<file path="src/hw/pll_reference_path_control_defines.vh">
`ifndef PLL_REFERENCE_PATH_CONTROL_DEFINES_VH
`define PLL_REFERENCE_PATH_CONTROL_DEFINES_VH

// Charge pump mode field encodings
`define PUMP_MODE_HIZ        3'h0
`define PUMP_MODE_UP         3'h1
`define PUMP_MODE_DOWN       3'h2
`define PUMP_MODE_NORMAL     3'h3

// Charge pump current step, microamps per step
`define PUMP_STEP_UA         13'h0258

// Prescaler select encodings and values
`define PRESC_SEL_2          3'h0
`define PRESC_SEL_4          3'h1
`define PRESC_SEL_8          3'h2
`define PRESC_SEL_16         3'h3
`define PRESC_SEL_32         3'h4

// Sync pin reset enable field
`define SYNC_RST_DISABLED    2'h0

// Reset values of captured configuration
`define PUMP_MODE_RESET      3'h0
`define PUMP_CUR_RESET       3'h0
`define R_DIV_RESET          14'h0001

`endif

</file>
<file path="src/hw/pll_reference_path_control.v">
// What this block does
// - Charge pump: hiz, normal, forced up, down
// - Eight current steps, 600 uA to 4.8 mA
// - Normal mode: detector drives pump up/down
// - Config selects differential or two single-ended references
// - All reference inputs disabled after reset
// - Differential receiver off: PLL down or unselected
// - Single-ended buffers off: PLL down, own bit, differential
// - Dual single-ended: manual and automatic switching
// - Manual select by config bit or pin
// - Monitor high while preferred invalid, auto selects the other
// - Status input may drive switch; secondary preferable
// - Deglitch blocks misaligned edges after switch
// - Automatic switching always reverts to preferred
// - 14-bit reference divider split over two fields
// - Reference divide of zero or one divides by one
// - Detector compares divided reference and feedback
// - Reference divider reset: own, shared, sync
// - Feedback divide equals P times B plus A
// - Sync pin reset gated by field, off at reset
// - Counter reset bits hold counters until cleared
`timescale 1ns/10ps
`include "pll_reference_path_control_defines.vh"

module pll_reference_path_control #(
    parameter R_WIDTH  = 14,
    parameter A_WIDTH  = 6,
    parameter B_WIDTH  = 13,
    parameter N_WIDTH  = 20
) (
    input  wire               clk_sys,
    input  wire               arst_n,
    input  wire               pll_power_down,
    input  wire               ref_differential_mode,
    input  wire               diff_ref_enable,
    input  wire               primary_ref_enable,
    input  wire               secondary_ref_enable,
    input  wire               primary_ref_power_down,
    input  wire               secondary_ref_power_down,
    input  wire               manual_select_secondary,
    input  wire               use_select_pin,
    input  wire               reference_select_pin,
    input  wire               auto_switch_enable,
    input  wire               use_status_for_switch,
    input  wire               status_preferred_invalid,
    input  wire               preferred_valid,
    input  wire               prefer_secondary,
    input  wire               deglitch_enable,
    input  wire               reference_input_pin,
    input  wire               primary_reference_input,
    input  wire               secondary_reference_input,
    input  wire               vco_clk_in,
    input  wire [7:0]         r_div_low,
    input  wire [5:0]         r_div_high,
    input  wire [2:0]         prescaler_sel,
    input  wire [A_WIDTH-1:0] a_count,
    input  wire [B_WIDTH-1:0] b_count,
    input  wire               r_counter_reset,
    input  wire               ab_counter_reset,
    input  wire               shared_counter_reset,
    input  wire               sync_n,
    input  wire [1:0]         sync_reset_enable,
    input  wire [2:0]         charge_pump_mode,
    input  wire [2:0]         charge_pump_current_sel,
    output wire               diff_rx_power_down,
    output wire               primary_buf_power_down,
    output wire               secondary_buf_power_down,
    output wire               reference_monitor_output,
    output wire               selected_is_secondary,
    output wire               switch_pending,
    output wire               ref_div_pulse,
    output wire               fb_div_pulse,
    output wire               charge_pump_up,
    output wire               charge_pump_down,
    output wire               charge_pump_hiz,
    output wire [12:0]        charge_pump_current_ua
);

    // Captured configuration, all references off out of reset
    reg                diff_en_ff;
    reg                prim_en_ff;
    reg                sec_en_ff;
    reg [1:0]          sync_en_ff;
    reg [2:0]          pump_mode_ff;
    reg [2:0]          pump_cur_ff;
    reg [R_WIDTH-1:0]  r_div_ff;
    reg [N_WIDTH-1:0]  n_div_ff;
    // Edge history of sampled clocks
    reg                diff_prev_ff;
    reg                prim_prev_ff;
    reg                sec_prev_ff;
    reg                vco_prev_ff;
    // Switchover state
    reg                active_sec_ff;
    reg                pending_ff;
    reg                monitor_ff;
    // Dividers and detector
    reg [R_WIDTH-1:0]  r_cnt_ff;
    reg [N_WIDTH-1:0]  n_cnt_ff;
    reg                r_pulse_ff;
    reg                n_pulse_ff;
    reg                up_ff;
    reg                down_ff;
    reg [12:0]         cur_ua_ff;

    wire               diff_rx_on;
    wire               prim_on;
    wire               sec_on;
    wire               diff_edge;
    wire               prim_edge;
    wire               sec_edge;
    wire               vco_edge;
    wire               manual_sec;
    wire               auto_sec;
    wire               target_sec;
    wire               target_edge;
    wire               ref_edge;
    wire               sync_reset;
    wire               r_reset;
    wire               n_reset;
    wire [R_WIDTH-1:0] r_terminal;
    wire [N_WIDTH-1:0] n_calc;
    wire [N_WIDTH-1:0] n_terminal;
    wire               pump_normal;

    // Prescaler value from its select code
    function [5:0] presc_value;
        input [2:0] sel;
        begin
            case (sel)
                `PRESC_SEL_2:  presc_value = 6'h02;
                `PRESC_SEL_4:  presc_value = 6'h04;
                `PRESC_SEL_8:  presc_value = 6'h08;
                `PRESC_SEL_16: presc_value = 6'h10;
                `PRESC_SEL_32: presc_value = 6'h20;
                default:       presc_value = 6'h02;
            endcase
        end
    endfunction

    // Configuration capture
    always @(posedge clk_sys or negedge arst_n) begin
        if (!arst_n) begin
            diff_en_ff <= 1'b0;
            prim_en_ff <= 1'b0;
            sec_en_ff  <= 1'b0;
            sync_en_ff <= `SYNC_RST_DISABLED;
            pump_mode_ff <= `PUMP_MODE_RESET;
            pump_cur_ff  <= `PUMP_CUR_RESET;
            r_div_ff   <= `R_DIV_RESET;
            n_div_ff   <= {{(N_WIDTH-1){1'b0}}, 1'b1};
        end else begin
            diff_en_ff <= diff_ref_enable;
            prim_en_ff <= primary_ref_enable;
            sec_en_ff  <= secondary_ref_enable;
            sync_en_ff <= sync_reset_enable;
            pump_mode_ff <= charge_pump_mode;
            pump_cur_ff  <= charge_pump_current_sel;
            r_div_ff   <= {r_div_high, r_div_low};
            n_div_ff   <= n_calc;
        end
    end

    // Receiver and buffer power control
    assign diff_rx_on = diff_en_ff & ref_differential_mode & ~pll_power_down;
    assign diff_rx_power_down = ~diff_rx_on;
    assign prim_on = prim_en_ff & ~primary_ref_power_down & ~ref_differential_mode
                     & ~pll_power_down;
    assign sec_on = sec_en_ff & ~secondary_ref_power_down & ~ref_differential_mode
                    & ~pll_power_down;
    assign primary_buf_power_down   = ~prim_on;
    assign secondary_buf_power_down = ~sec_on;

    // Edge history of the reference and VCO samples
    always @(posedge clk_sys or negedge arst_n) begin
        if (!arst_n) begin
            diff_prev_ff <= 1'b0;
            prim_prev_ff <= 1'b0;
            sec_prev_ff  <= 1'b0;
            vco_prev_ff  <= 1'b0;
        end else begin
            diff_prev_ff <= reference_input_pin;
            prim_prev_ff <= primary_reference_input;
            sec_prev_ff  <= secondary_reference_input;
            vco_prev_ff  <= vco_clk_in;
        end
    end

    // Rising edges, only from powered inputs
    assign diff_edge = diff_rx_on & reference_input_pin & ~diff_prev_ff;
    assign prim_edge = prim_on & primary_reference_input & ~prim_prev_ff;
    assign sec_edge  = sec_on & secondary_reference_input & ~sec_prev_ff;
    assign vco_edge  = ~pll_power_down & vco_clk_in & ~vco_prev_ff;

    // Selection: manual by bit or pin, automatic is always revertive
    assign manual_sec = use_select_pin ? reference_select_pin
                                       : manual_select_secondary;
    assign auto_sec   = prefer_secondary ^ monitor_ff;
    assign target_sec = auto_switch_enable ? auto_sec : manual_sec;
    assign target_edge = target_sec ? sec_edge : prim_edge;

    // Monitor output tracks preferred reference validity
    always @(posedge clk_sys or negedge arst_n) begin
        if (!arst_n) begin
            monitor_ff <= 1'b0;
        end else if (use_status_for_switch) begin
            monitor_ff <= status_preferred_invalid;
        end else begin
            monitor_ff <= ~preferred_valid;
        end
    end
    assign reference_monitor_output = monitor_ff;

    // Deglitched switchover, released on the new reference edge
    always @(posedge clk_sys or negedge arst_n) begin
        if (!arst_n) begin
            active_sec_ff <= 1'b0;
            pending_ff    <= 1'b0;
        end else if (ref_differential_mode) begin
            active_sec_ff <= 1'b0;
            pending_ff    <= 1'b0;
        end else if (target_sec != active_sec_ff) begin
            if (!deglitch_enable) begin
                active_sec_ff <= target_sec;
                pending_ff    <= 1'b0;
            end else if (target_edge) begin
                active_sec_ff <= target_sec;
                pending_ff    <= 1'b0;
            end else begin
                pending_ff    <= 1'b1;
            end
        end else begin
            pending_ff <= 1'b0;
        end
    end
    assign selected_is_secondary = active_sec_ff;
    assign switch_pending = pending_ff;

    // Reference edge into the divider; gated while a switch waits
    assign ref_edge = ref_differential_mode ? diff_edge :
                      (pending_ff | (target_sec != active_sec_ff)) ?
                      (deglitch_enable ? 1'b0 : target_edge) :
                      (active_sec_ff ? sec_edge : prim_edge);

    // Counter resets from bits and the sync pin
    assign sync_reset = (sync_en_ff != `SYNC_RST_DISABLED) & ~sync_n;
    assign r_reset = r_counter_reset | shared_counter_reset | sync_reset;
    assign n_reset = ab_counter_reset | shared_counter_reset | sync_reset;

    // Reference divider, zero and one both divide by one
    assign r_terminal = (r_div_ff == {R_WIDTH{1'b0}}) ? {R_WIDTH{1'b0}}
                        : r_div_ff - {{(R_WIDTH-1){1'b0}}, 1'b1};

    always @(posedge clk_sys or negedge arst_n) begin
        if (!arst_n) begin
            r_cnt_ff   <= {R_WIDTH{1'b0}};
            r_pulse_ff <= 1'b0;
        end else if (r_reset) begin
            r_cnt_ff   <= {R_WIDTH{1'b0}};
            r_pulse_ff <= 1'b0;
        end else if (ref_edge) begin
            if (r_cnt_ff >= r_terminal) begin
                r_cnt_ff   <= {R_WIDTH{1'b0}};
                r_pulse_ff <= 1'b1;
            end else begin
                r_cnt_ff   <= r_cnt_ff + {{(R_WIDTH-1){1'b0}}, 1'b1};
                r_pulse_ff <= 1'b0;
            end
        end else begin
            r_pulse_ff <= 1'b0;
        end
    end
    assign ref_div_pulse = r_pulse_ff;

    // Feedback divide value P*B+A, zero treated as one
    assign n_calc = {{(N_WIDTH-6){1'b0}}, presc_value(prescaler_sel)}
                    * {{(N_WIDTH-B_WIDTH){1'b0}}, b_count}
                    + {{(N_WIDTH-A_WIDTH){1'b0}}, a_count};
    assign n_terminal = (n_div_ff == {N_WIDTH{1'b0}}) ? {N_WIDTH{1'b0}}
                        : n_div_ff - {{(N_WIDTH-1){1'b0}}, 1'b1};

    // Feedback divider on VCO edges
    always @(posedge clk_sys or negedge arst_n) begin
        if (!arst_n) begin
            n_cnt_ff   <= {N_WIDTH{1'b0}};
            n_pulse_ff <= 1'b0;
        end else if (n_reset) begin
            n_cnt_ff   <= {N_WIDTH{1'b0}};
            n_pulse_ff <= 1'b0;
        end else if (vco_edge) begin
            if (n_cnt_ff >= n_terminal) begin
                n_cnt_ff   <= {N_WIDTH{1'b0}};
                n_pulse_ff <= 1'b1;
            end else begin
                n_cnt_ff   <= n_cnt_ff + {{(N_WIDTH-1){1'b0}}, 1'b1};
                n_pulse_ff <= 1'b0;
            end
        end else begin
            n_pulse_ff <= 1'b0;
        end
    end
    assign fb_div_pulse = n_pulse_ff;

    // Phase frequency detector: divided reference against feedback
    always @(posedge clk_sys or negedge arst_n) begin
        if (!arst_n) begin
            up_ff   <= 1'b0;
            down_ff <= 1'b0;
        end else if (!pump_normal) begin
            up_ff   <= 1'b0;
            down_ff <= 1'b0;
        end else begin
            case ({up_ff | r_pulse_ff, down_ff | n_pulse_ff})
                2'b11: begin
                    up_ff   <= 1'b0;
                    down_ff <= 1'b0;
                end
                2'b10: begin
                    up_ff   <= 1'b1;
                    down_ff <= 1'b0;
                end
                2'b01: begin
                    up_ff   <= 1'b0;
                    down_ff <= 1'b1;
                end
                default: begin
                    up_ff   <= 1'b0;
                    down_ff <= 1'b0;
                end
            endcase
        end
    end

    // Charge pump mode outputs
    assign pump_normal = (pump_mode_ff == `PUMP_MODE_NORMAL) & ~pll_power_down;
    assign charge_pump_up   = ~pll_power_down & ((pump_mode_ff == `PUMP_MODE_UP)
                              | (pump_normal & up_ff));
    assign charge_pump_down = ~pll_power_down & ((pump_mode_ff == `PUMP_MODE_DOWN)
                              | (pump_normal & down_ff));
    assign charge_pump_hiz  = ~charge_pump_up & ~charge_pump_down;

    // Charge pump current in microamps, 600 per step
    always @(posedge clk_sys or negedge arst_n) begin
        if (!arst_n) begin
            cur_ua_ff <= `PUMP_STEP_UA;
        end else begin
            cur_ua_ff <= {9'h000, {1'b0, pump_cur_ff} + 4'h1} * `PUMP_STEP_UA;
        end
    end
    assign charge_pump_current_ua = cur_ua_ff;

endmodule

</file>
<file path="config.mk">
export PLATFORM = sky130hd
export DESIGN_NAME = pll_reference_path_control
export DESIGN_NICKNAME = d
export VERILOG_FILES = /design/src/hw/pll_reference_path_control.v
export VERILOG_INCLUDE_DIRS = /design/src /design/src/hw
export SDC_FILE = /design/constraint.sdc
export NUM_CORES = 1
export LEC_CHECK = 0
export ABC_CLOCK_PERIOD_IN_PS = 9210
export BUFFER_PORTS_ARGS = -buffer_cell sky130_fd_sc_hd__buf_4
export CAP_MARGIN = 0
export CORE_MARGIN = 5
export CORE_UTILIZATION = 30
export CTS_CLUSTER_DIAMETER = 200
export DETAILED_ROUTE_END_ITERATION = 12
export PLACE_DENSITY = 0.54
export SYNTH_ARGS = -nofsm -noshare
export SYNTH_HDL_FRONTEND = slang
export SYNTH_SLANG_ARGS = --single-unit
</file>
<file path="constraint.sdc">
create_clock -name clk_sys -period 9.21 [get_ports clk_sys]
set_clock_uncertainty 0.2 [all_clocks]
set_input_delay 0 -clock clk_sys [delete_from_list [all_inputs] [get_ports clk_sys]]
set_output_delay 0 -clock clk_sys [all_outputs]
set_load 0.05 [all_outputs]
</file>
After elaboration in Yosys (flattened, before gate mapping) --
Cells that the tools add are included.
Operators by class: $lt $le $gt $ge 2, reduce and logical (&&, ||, !) cells 7, equal/unequal tests 11, bitwise operators 48, muxes and demuxes 35, $mul 2, $add $sub $neg 6
Operator list (number):
- 20-bit two-way mux | 4
- 14-bit two-way mux | 4
- 1-bit two-way mux | 26
- 6-bit case mux with 4 select lines | 1
- 1-bit AND | 23
- 19-bit by 6-bit adder with 20-bit output | 1
- 20-bit by 1-bit adder with 20-bit output, second input constant | 1
- 20-bit >= comparator | 1
- 20-bit logical NOT | 1
- 20-bit by 1-bit subtractor with 20-bit output, second input constant | 1
- 6-bit by 13-bit multiplier with 19-bit output | 1
- 1-bit inverter | 15
- 14-bit by 1-bit adder with 14-bit output, second input constant | 1
- 14-bit >= comparator | 1
- 14-bit logical NOT | 1
- 14-bit by 1-bit subtractor with 14-bit output, second input constant | 1
- 3-bit by 2-bit equality test with 1-bit output, second input constant | 4
- 4-bit by 7-bit multiplier with 10-bit output, second input constant | 1
- 1-bit bitwise OR | 9
- 2-bit nonzero test | 4
- 3-bit by 1-bit equality test with 1-bit output, second input constant | 2
- 3-bit by 1-bit adder with 4-bit output, second input constant | 1
- 3-bit equality test, second input constant | 1
- 3-bit by 2-bit inequality test with 1-bit output, second input constant | 1
- other kinds (5) | 5
Word-level totals: bits in registers 100, output and inout bits 24, logic and storage cells 133, input port bits 70

Depth between registers and ports, before layout --
Gate-level depths: netlist of the first run.
depth in word-level cells 12, depth in mapped cells 18, gate-level depth less buffers 18

Worst setup path after synthesis of the first run --
No wires, ideal clock.
path kind input-to-reg, start point in prescaler_sel[0], end point reg n_div_ff[13], stages on the path 16, data arrival time 4115 ps, required time 8930 ps, setup time 80 ps, buffers on the path 1, slack 4815 ps, cell sequence nor3b_1 -> clkbuf_1 -> nand2_1 -> fa_1 -> fa_1 -> inv_1 -> fa_1 -> inv_1 -> fa_1 -> inv_1 -> ha_1 -> and3_1 -> a221oi_1 -> nor2_1 -> a221oi_1 -> xnor2_1
Between the ends: longest elaborated chain between the ends 4, elaborated cells between the ends (all ways) 7, those cells by class 1 x add/sub; 1 x mul; 4 x eq/ne; 1 x mux
RTL lines:
- start: declaration | RTL line pll_reference_path_control.v:55 | input wire [2:0] prescaler_sel,
- 3-bit equality test (tied with other cells) | RTL line pll_reference_path_control.v:130 | case (sel)
- 6-bit case mux with 4 select lines * | RTL line pll_reference_path_control.v:130
- 6-bit by 13-bit multiplier with 19-bit output * | RTL line pll_reference_path_control.v:277 | * {{(N_WIDTH-B_WIDTH){1'b0}}, b_count}
- 19-bit by 6-bit adder with 20-bit output * | RTL line pll_reference_path_control.v:278 | + {{(N_WIDTH-A_WIDTH){1'b0}}, a_count};
- named net n_calc[13] | RTL line pll_reference_path_control.v:122 | wire [N_WIDTH-1:0] n_calc;
- end signal: assignment | RTL line pll_reference_path_control.v:151 | n_div_ff <= {{(N_WIDTH-1){1'b0}}, 1'b1};
- end signal: assignment | RTL line pll_reference_path_control.v:160 | n_div_ff <= n_calc;
- end: declaration | RTL line pll_reference_path_control.v:87 | reg [N_WIDTH-1:0] n_div_ff;
The timed path passes the listed nets; every way through them passes the cells marked *. A chain may end at the register's enable or synchronous reset.

Final worst setup path of the first run --
start point in prescaler_sel[1], end point reg n_div_ff[19]
Same word-level chain as after synthesis.

==> qor.log, run 1 <==
[synth] Synthesis Warnings 0
[global_route] Total GRT Usage 12.4%
[floorplanning] number of primary I/O pins 94
[floorplanning] cell row count 61
[synth] complex-gate fraction of the synthesized area 12.2%
[synth] synthesized-area fraction occupied by and/or/nand/nor cells 23.9%
[setup_path] FF-to-FF End r_cnt_ff[11]
[cts] root buf cell clkbuf_16
[synth] dominant combinational cell family by area after synthesis adder cells
[setup_path] element type at the critical path end flop
[hold_path] class of the most critical hold timing path input port to asynchronous set/reset pin
[cells_and_area] Layout Utilization 37.1%
[setup_path] startpoint class of the critical path input port
[power_and_ir_drop] static leakage 5.05 nW
[drt] Wirelength per Cell 13.9 um
[drt] final routed wirelength across all metal layers 19.4 mm
[setup_path] required time reported for the critical path endpoint 9240 ps
[floorplanning] DIE WIDTH 178 um
[cells_and_area] area growth from synthesis to final layout 21.8%
[synth] total standard cell area after synthesis 8480 um^2
[timing] Slew Limit Fails 0
[setup_path] critical path data arrival time 4740 ps
[synth] post-synthesis cell count 893
[drt] Remaining DRCs 0
[cells_and_area] # fillers 2814
[placement] routability congestion estimate from global placement 0.830
[timing] final cycle utilization of the critical path 51.1%
[synth] XOR/XNOR share of the synthesized area 4.65%
[floorplanning] starting density of the core 30.4%
[cells_and_area] proportion of layout cells with a drive suffix above 1 13.6%
[placement] HPWL after DPL 14.7 mm
[timing] unrepaired setup endpoints after global routing false
[placement] port bufs 90
[synth] Async SR Flop Fraction 100%
[setup_path] CP endpoint n_div_ff[19]
[drt] first-pass detailed-route iteration total 4
[cts] number of sinks driven by the clock tree 100
[synth] number of distinct library cells after synthesis 73
[cts] TritonCTS clock tree done
[floorplanning] placeable core area 27900 um^2
[timing] final count of negative-setup-slack endpoints 0
[cts] number of buffers inserted during clock tree synthesis 9
[power_and_ir_drop] power per standard cell area 129 nW/um^2
[synth] synthesis-stage register bit count 100
[global_route] number of global-route vias before repair 6835
[setup_path] Max Fanout on Critical Path 13
[synth] post-synthesis mux area share 0.767%
[timing] actual slew at the worst max-slew pin 1150 ps
[setup_path] r2r startpoint r_div_ff[2]
[cts] deepest level of the CTS H-tree 3
[drt] via density per instance 4.85
[cts] worst-skew pair later-pin latency 360 ps
[floorplanning] floorplan die area 31700 um^2
[global_route] total congestion overflow after global routing 0
[timing] count of final hold-check violations 12
[timing] setup TNS 0 ps
[drt] ANT nets after route 0
[synth] share of the yosys chip area belonging to registers 29.6%
[run] count of max-cap constraint violations 0
[synth] flip-flop cell with the highest count after synthesis dfrtp_1
[setup_path] origin of the worst setup path prescaler_sel[1]
[global_route] global-route wire length before repair 32.9 mm
[timing] minimum clock period 4710 ps
[setup_path] worst-case register-to-register setup slack 4790 ps
[timing] Max Freq 212 MHz
[timing] post-route worst hold slack -7.01 ps
[drt] count of vias placed by the detailed router 6781
[outcome] violated checks hold timing
[setup_path] critical path start-end classification input port to flop
[cts] Max Buffers Root-to-Sink 2
[synth] synthesized-area fraction occupied by adder cells 24.5%
[cells_and_area] final net count 1228
[setup_path] R2R cell count 11
[global_route] initial antenna violation count 1
[timing] tightest slew margin relative to the limit 23.3%
[drt] DRT iter0 DRCs 290
[power_and_ir_drop] largest voltage drop on the vdd net 0.0621 mV
[global_route] pin count of the biggest net entering global routing 65
[floorplanning] vertical die dimension 178 um
[cts] Clock transition at path regs 70 ps
[cts] total setup buffers inserted after CTS 0
[synth] post-synthesis average cell area 9.50 um^2
[outcome] outcome finished with violations
[synth] number of flops mapped to enable cells by yosys 0
-- critical path, cell delays in order --
cell      delay [ps]
buf_4            120
nor2_1           430
xnor2_1          500
nor2b_1          110
ha_1             310
inv_1             40
fa_1             470
inv_1             50
fa_1             520
inv_1             50
fa_1             490
inv_1             40
ha_1             340
and3_1           210
a221oi_1         440
nor2_1            80
o21ai_1          240
a31oi_1          130
xor2_1           150
-- worst min-delay path by stage --
stage,end,slack [ps],depth (start not counted)
2_1_floorplan,charge_pump_current_ua[10],-500,0
3_3_place_gp,charge_pump_current_ua[10],-200,1
3_5_place_dp,charge_pump_current_ua[10],-200,1
4_1_cts,charge_pump_current_ua[9],0.1,2
5_1_grt,charge_pump_current_ua[9],20,2
6_report,charge_pump_current_ua[9],-7,2
-- cells in the mapped netlist (5+ instances only) --
| master | count | area, um^2 |
|---|---|---|
| or4_1 | 7 | 52.6 |
| xor2_1 | 24 | 210 |
| nand4_1 | 12 | 75.1 |
| nand2b_1 | 5 | 31.3 |
| a221oi_1 | 5 | 43.8 |
| dfrtp_1 | 94 | 2350 |
| o21bai_1 | 5 | 37.5 |
| nand2_1 | 84 | 315 |
| nand3_1 | 29 | 145 |
| and2_1 | 37 | 231 |
| o21ai_0 | 11 | 55.1 |
| clkbuf_1 | 24 | 90.1 |
| xnor2_1 | 21 | 184 |
| nor2_1 | 42 | 158 |
| nor3_1 | 19 | 95.1 |
| a32o_1 | 13 | 130 |
| o21ai_1 | 5 | 25.0 |
| a31oi_1 | 5 | 31.3 |
| a21oi_1 | 31 | 155 |
| o211ai_1 | 24 | 180 |
| o21a_1 | 5 | 37.5 |
| fa_1 | 37 | 741 |
| buf_4 | 6 | 45.0 |
| nor2b_1 | 21 | 131 |
| nor4_1 | 23 | 144 |
| nor3b_1 | 15 | 113 |
| and3_1 | 34 | 213 |
| and4_1 | 6 | 52.6 |
| inv_1 | 60 | 225 |
| ha_1 | 107 | 1340 |
| a21o_1 | 14 | 105 |
| dfstp_2 | 6 | 158 |
-- what timing repair did --
| item | in CTS | in global routing |
|---|---|---|
| hold buffers | 45 | 0 |
| endpoints found under the hold margin | 93 | 0 |
| gates resized for setup | 0 | 0 |
-- registers in the layout (all words and copies together), names as in the netlist, 2 cells and up --
name and flops:
n_cnt_ff 20, n_div_ff 20, r_cnt_ff 14, r_div_ff 14, charge_pump_current_ua 10, pump_cur_ff 3, pump_mode_ff 3, sync_en_ff 2
-- routing by layer --
metal	track usage (%)	part of all wire, %
met3	1.70	3.5
met2	21.0	47
met5	0	0
met4	3.64	1.6
met1	16.5	48
-- cells by family after synthesis --
logic type	Yosys count
AO/OA/AOI/OAI	144
buffers and inverters	92
AND/OR/NAND/NOR	361
multiplexers	6
other	1
flip-flops	100
adder cells (fa/ha/maj)	144
XOR/XNOR	45
-- layout by cell type, fill, tap and decap left out, drive strengths merged, types with 5 or more instances in the layout --
cell	netlist	final
nor4	25	25
nand4	12	12
nor3	21	21
and2	37	37
dlygate4sd3	0	44
dfstp	6	6
a221oi	5	5
a21oi	31	31
clkbuf	24	9
xor2	24	24
a21o	14	14
inv	60	63
fa	37	37
a32o	14	14
nand3	30	30
nand2b	5	5
mux2i	5	5
nor2	42	42
nand2	84	84
o21a	5	5
xnor2	21	21
and3	35	35
dfrtp	94	94
nor3b	16	16
and4	6	6
nor2b	21	21
o211ai	24	24
o21ai	16	16
buf	8	96
a31oi	5	5
o21bai	5	5
ha	107	107
or4	7	7
-- through the flow --
step | hold WS [ps] | total power [W] | cells | setup slack (ps) | instance area (um^2)
final | -7.01 | 0.00133 | 1398 | 4500 | 10300
after CTS | 0.0957 | 0.00135 | 1397 | 4500 | 10300
after detailed placement | -198 | 0.000904 | 1336 | 4130 | 9540
after global routing | 18.9 | 0.00142 | 1398 | 4170 | 10300
after floorplan | -496 | 0.000790 | 895 | 4810 | 8490
after global placement | -202 | 0.000899 | 1336 | 4190 | 9540
-- report_power, final --
| group | leakage, nW | internal [W] | total (W) | switching (W) |
|---|---|---|---|---|
| clock network | 0.163 | 0.000243 | 0.000424 | 0.000181 |
| logic | 3.62 | 0.000169 | 0.000389 | 0.000220 |
| registers | 1.27 | 0.000482 | 0.000520 | 0.0000383 |
-- cell type report --
class	instances	area (um^2)	area share (%)
timing repair buffer	140	1170	11.4
antenna	1	2.50	0.0242
sequential	100	2510	24.3
multi-input combinational	703	5620	54.4
inverter	60	225	2.18
clock inverter	7	106	1.03
clock buffer	9	225	2.18
tap	378	473	4.58
(Power assumes the default switching activity.)
==> run 2: changes to the inputs <==
--- a/config.mk
+++ b/config.mk
@@ -6,14 +6,14 @@
 export SDC_FILE = /design/constraint.sdc
 export NUM_CORES = 1
 export LEC_CHECK = 0
-export ABC_CLOCK_PERIOD_IN_PS = 9210
+export ABC_CLOCK_PERIOD_IN_PS = 4280
 export BUFFER_PORTS_ARGS = -buffer_cell sky130_fd_sc_hd__buf_4
 export CAP_MARGIN = 0
 export CORE_MARGIN = 5
 export CORE_UTILIZATION = 30
 export CTS_CLUSTER_DIAMETER = 200
 export DETAILED_ROUTE_END_ITERATION = 12
-export PLACE_DENSITY = 0.54
+export PLACE_DENSITY = 0.56
 export SYNTH_ARGS = -nofsm -noshare
 export SYNTH_HDL_FRONTEND = slang
 export SYNTH_SLANG_ARGS = --single-unit
==> constraint.sdc (replaced) <==
create_clock -name clk_sys -period 4.28 [get_ports clk_sys]
set_clock_uncertainty 0.2 [all_clocks]
set_input_delay 0 -clock clk_sys [delete_from_list [all_inputs] [get_ports clk_sys]]
set_output_delay 0 -clock clk_sys [all_outputs]
set_load 0.05 [all_outputs]
==> run 2 against run 1 <==
Against the previous run:
- routed wire length is 0.33% lower
- critical path depth is 1 lower
- utilization is 1.1 points higher
- largest power group unchanged
- first-iteration DRC count is 11% higher
- the run now ends clean
- sequential power is 120% higher
- combinational power is 130% higher
- die area stayed put
- sequential cell count stayed put
- non-clock buffer count is 40 higher
- global-route usage hardly changed
- worst hold slack better by 14 ps
- via count is 2.9% higher
==> qor.log, run 2 (synthesis gave the netlist of run 1 again) <==
[hold_path] hold endpoint n_div_ff[1]
[power_and_ir_drop] switch share 33.1%
[hold_path] class of the most critical hold timing path input port to flop
[drt] final routed wirelength across all metal layers 19.3 mm
[global_route] Total GRT Usage 12.4%
[timing] unrepaired setup endpoints after global routing true
[setup_path] critical path data arrival time 4150 ps
[global_route] initial antenna violation count 0
[cts] worst-skew pair later-pin latency 350 ps
[placement] HPWL after DPL 14.6 mm
[cts] number of buffers inserted during clock tree synthesis 9
[cells_and_area] number of standard cells in the layout, taps in and fillers out 1437
[timing] tightest slew margin relative to the limit 31.0%
[placement] routability congestion estimate from global placement 0.782
[timing] setup TNS 0 ps
[cts] TritonCTS clock tree done
[setup_path] most numerous cell on the critical path fa_1
[power_and_ir_drop] sequential share of power 40.4%
[cts] Clock transition at path regs 70 ps
[placement] DP Cell Count 1378
[hold_path] Hold Path Depth 4
[timing] Max Freq 246 MHz
[power_and_ir_drop] largest voltage drop on the vdd net 0.149 mV
[placement] port bufs 90
[drt] DRT iter0 DRCs 321
[global_route] total congestion overflow after global routing 0
[floorplanning] placeable core area 27900 um^2
[cells_and_area] highest-count cells in the layout ignoring fill and taps 135 x buf_4, 107 x ha_1, 94 x dfrtp_1
[timing] setup slack after layout 213 ps
[drt] count of vias placed by the detailed router 6981
[drt] ANT nets after route 0
[setup_path] Slowest Stage Delay on Critical Path 540 ps
[timing] count of final hold-check violations 0
[drt] Remaining DRCs 0
[power_and_ir_drop] net switching power 0.000918 W
[drt] Met3 Wirelength 729 um
[cells_and_area] area growth from synthesis to final layout 25.3%
[cells_and_area] most frequent standard cell in the layout excluding fill and tap cells buf_4
[floorplanning] vertical die dimension 178 um
[run] count of max-cap constraint violations 0
[drt] via density per instance 4.86
[setup_path] critical path start-end classification input port to flop
[setup_path] element type at the critical path end flop
[drt] Wirelength per Cell 13.4 um
[power_and_ir_drop] Internal Dissipation 0.00186 W
[floorplanning] starting density of the core 30.4%
[setup_path] Max Fanout on Critical Path 3
[timing] final count of negative-setup-slack endpoints 0
[global_route] global-route wire length before repair 32.8 mm
[power_and_ir_drop] total power of the final layout 0.00277 W
[cts] root buf cell clkbuf_16
[cells_and_area] final net count 1268
[timing] Slew Limit Fails 0
[drt] highest metal layer with signal wires met4
[cts] number of sinks driven by the clock tree 100
[hold_path] startpoint of the lowest-slack hold path b_count[0]
[outcome] outcome complete, no violations
[setup_path] ordered list of cells on the worst path buf_4 -> buf_4 -> nor3b_4 -> nand2_1 -> fa_1 -> fa_1 -> inv_1 -> fa_1 -> inv_1 -> fa_1 -> inv_1 -> ha_1 -> buf_4 -> a21o_1 -> a21oi_2 -> o21bai_1 -> or4_1 -> nand3_1
[setup_path] required time reported for the critical path endpoint 4360 ps
[floorplanning] floorplan die area 31700 um^2
[drt] wire length the detailed router placed on met1 9.10 mm
[setup_path] worst-case register-to-register setup slack 440 ps
[setup_path] standard cell with the maximum stage delay on the critical path fa_1
[placement] pre-CTS setup slack -272 ps
[cts] Max Buffers Root-to-Sink 2
[drt] routed wire length on met2 9.26 mm
[power_and_ir_drop] Clk pwr share 27.4%
[setup_path] r2r startpoint n_div_ff[1]
[cells_and_area] largest registers ranked by flip-flop count n_cnt_ff (20), n_div_ff (20)
[setup_path] startpoint class of the critical path input port
[timing] final cycle utilization of the critical path 95.0%
[setup_path] FF-to-FF End n_cnt_ff[12]
[power_and_ir_drop] logic gate share of total power 32.3%
[global_route] number of global-route vias before repair 6925
[floorplanning] number of primary I/O pins 94
[cells_and_area] # fillers 2834
[cts] total setup buffers inserted after CTS 0
[power_and_ir_drop] static leakage 5.25 nW
[drt] first-pass detailed-route iteration total 5
[timing] minimum clock period 4070 ps
[cells_and_area] proportion of layout cells with a drive suffix above 1 17.5%
[cts] deepest level of the CTS H-tree 3
[setup_path] R2R cell count 16
[global_route] pin count of the biggest net entering global routing 61
[cells_and_area] antenna cell count 0
[floorplanning] cell row count 61
[floorplanning] DIE WIDTH 178 um
[power_and_ir_drop] power per standard cell area 261 nW/um^2
[timing] actual slew at the worst max-slew pin 1030 ps
run 2: changes by cell type in the layout (fill, tap and decap cells not counted), moves of 2 or more:
cell | before | now
buf_4 | 95 | 135
clkinv_4 | 2 | 0
nor3b_4 | 0 | 2
clkinv_2 | 0 | 4
inv_6 | 2 | 0
bufinv_16 | 2 | 0
run 2: how the worst max path moves through the flow:
stage                startpoint  slack (ps)      endpoint  depth (start not counted)
6_report       prescaler_sel[1]         210  n_div_ff[16]                         18
5_1_grt        prescaler_sel[1]         -40  n_div_ff[16]                         18
4_1_cts        prescaler_sel[1]          80  n_div_ff[12]                         18
3_5_place_dp   prescaler_sel[1]        -270  n_div_ff[19]                         19
3_3_place_gp   prescaler_sel[1]        -260  n_div_ff[12]                         18
2_1_floorplan  prescaler_sel[2]           3  n_div_ff[13]                         16
run 2: final cells by class:
type	instances	area, um^2	area share (%)
timing repair buffer	180	1480	14.0
sequential	100	2510	23.6
clock inverter	5	27.5	0.259
multi-input combinational	703	5660	53.3
clock buffer	11	243	2.28
inverter	60	225	2.12
tap	378	473	4.45
run 2: timing repair:
| action | in CTS | in global routing |
|---|---|---|
| setup endpoints to repair | 0 | 19 |
| hold endpoints to repair | 114 | 0 |
| hold buffers | 43 | 0 |
| gates resized for setup | 0 | 9 |
run 2: power by group through the flow:
stage	registers, W	logic (W)	clock network [W]
CTS	0.00112	0.000902	0.000789
floorplan	0.00120	0.000500	0
finish	0.00112	0.000895	0.000759
detailed placement	0.00114	0.000860	0
global route	0.00113	0.00101	0.000826
global placement	0.00113	0.000852	0
run 2: critical path: cells and delay by family:
| family | cells | cell delay [ps] |
|---|---|---|
| AND/OR/NAND/NOR | 4 | 790 |
| adder cells (fa/ha/maj) | 5 | 2370 |
| buffers and inverters | 6 | 480 |
| AO/OA/AOI/OAI | 3 | 500 |
run 2: per-stage QoR:
step,area [um^2],utilization [%],hold slack [ps]
CTS,10600,38.0,12.3
detailed placement,9880,35.5,-89.6
global placement,9880,35.5,-90.4
floorplan,8490,-,-496
finish,10600,38.1,7.42
global route,10600,38.1,68.6
run 2: routing by layer:
metal  global-route usage [%]  vias up
met4                     3.48        0
li1                         -     3520
met3                     1.99       12
met5                        0        -
met1                     16.4     3330
met2                     21.0      119
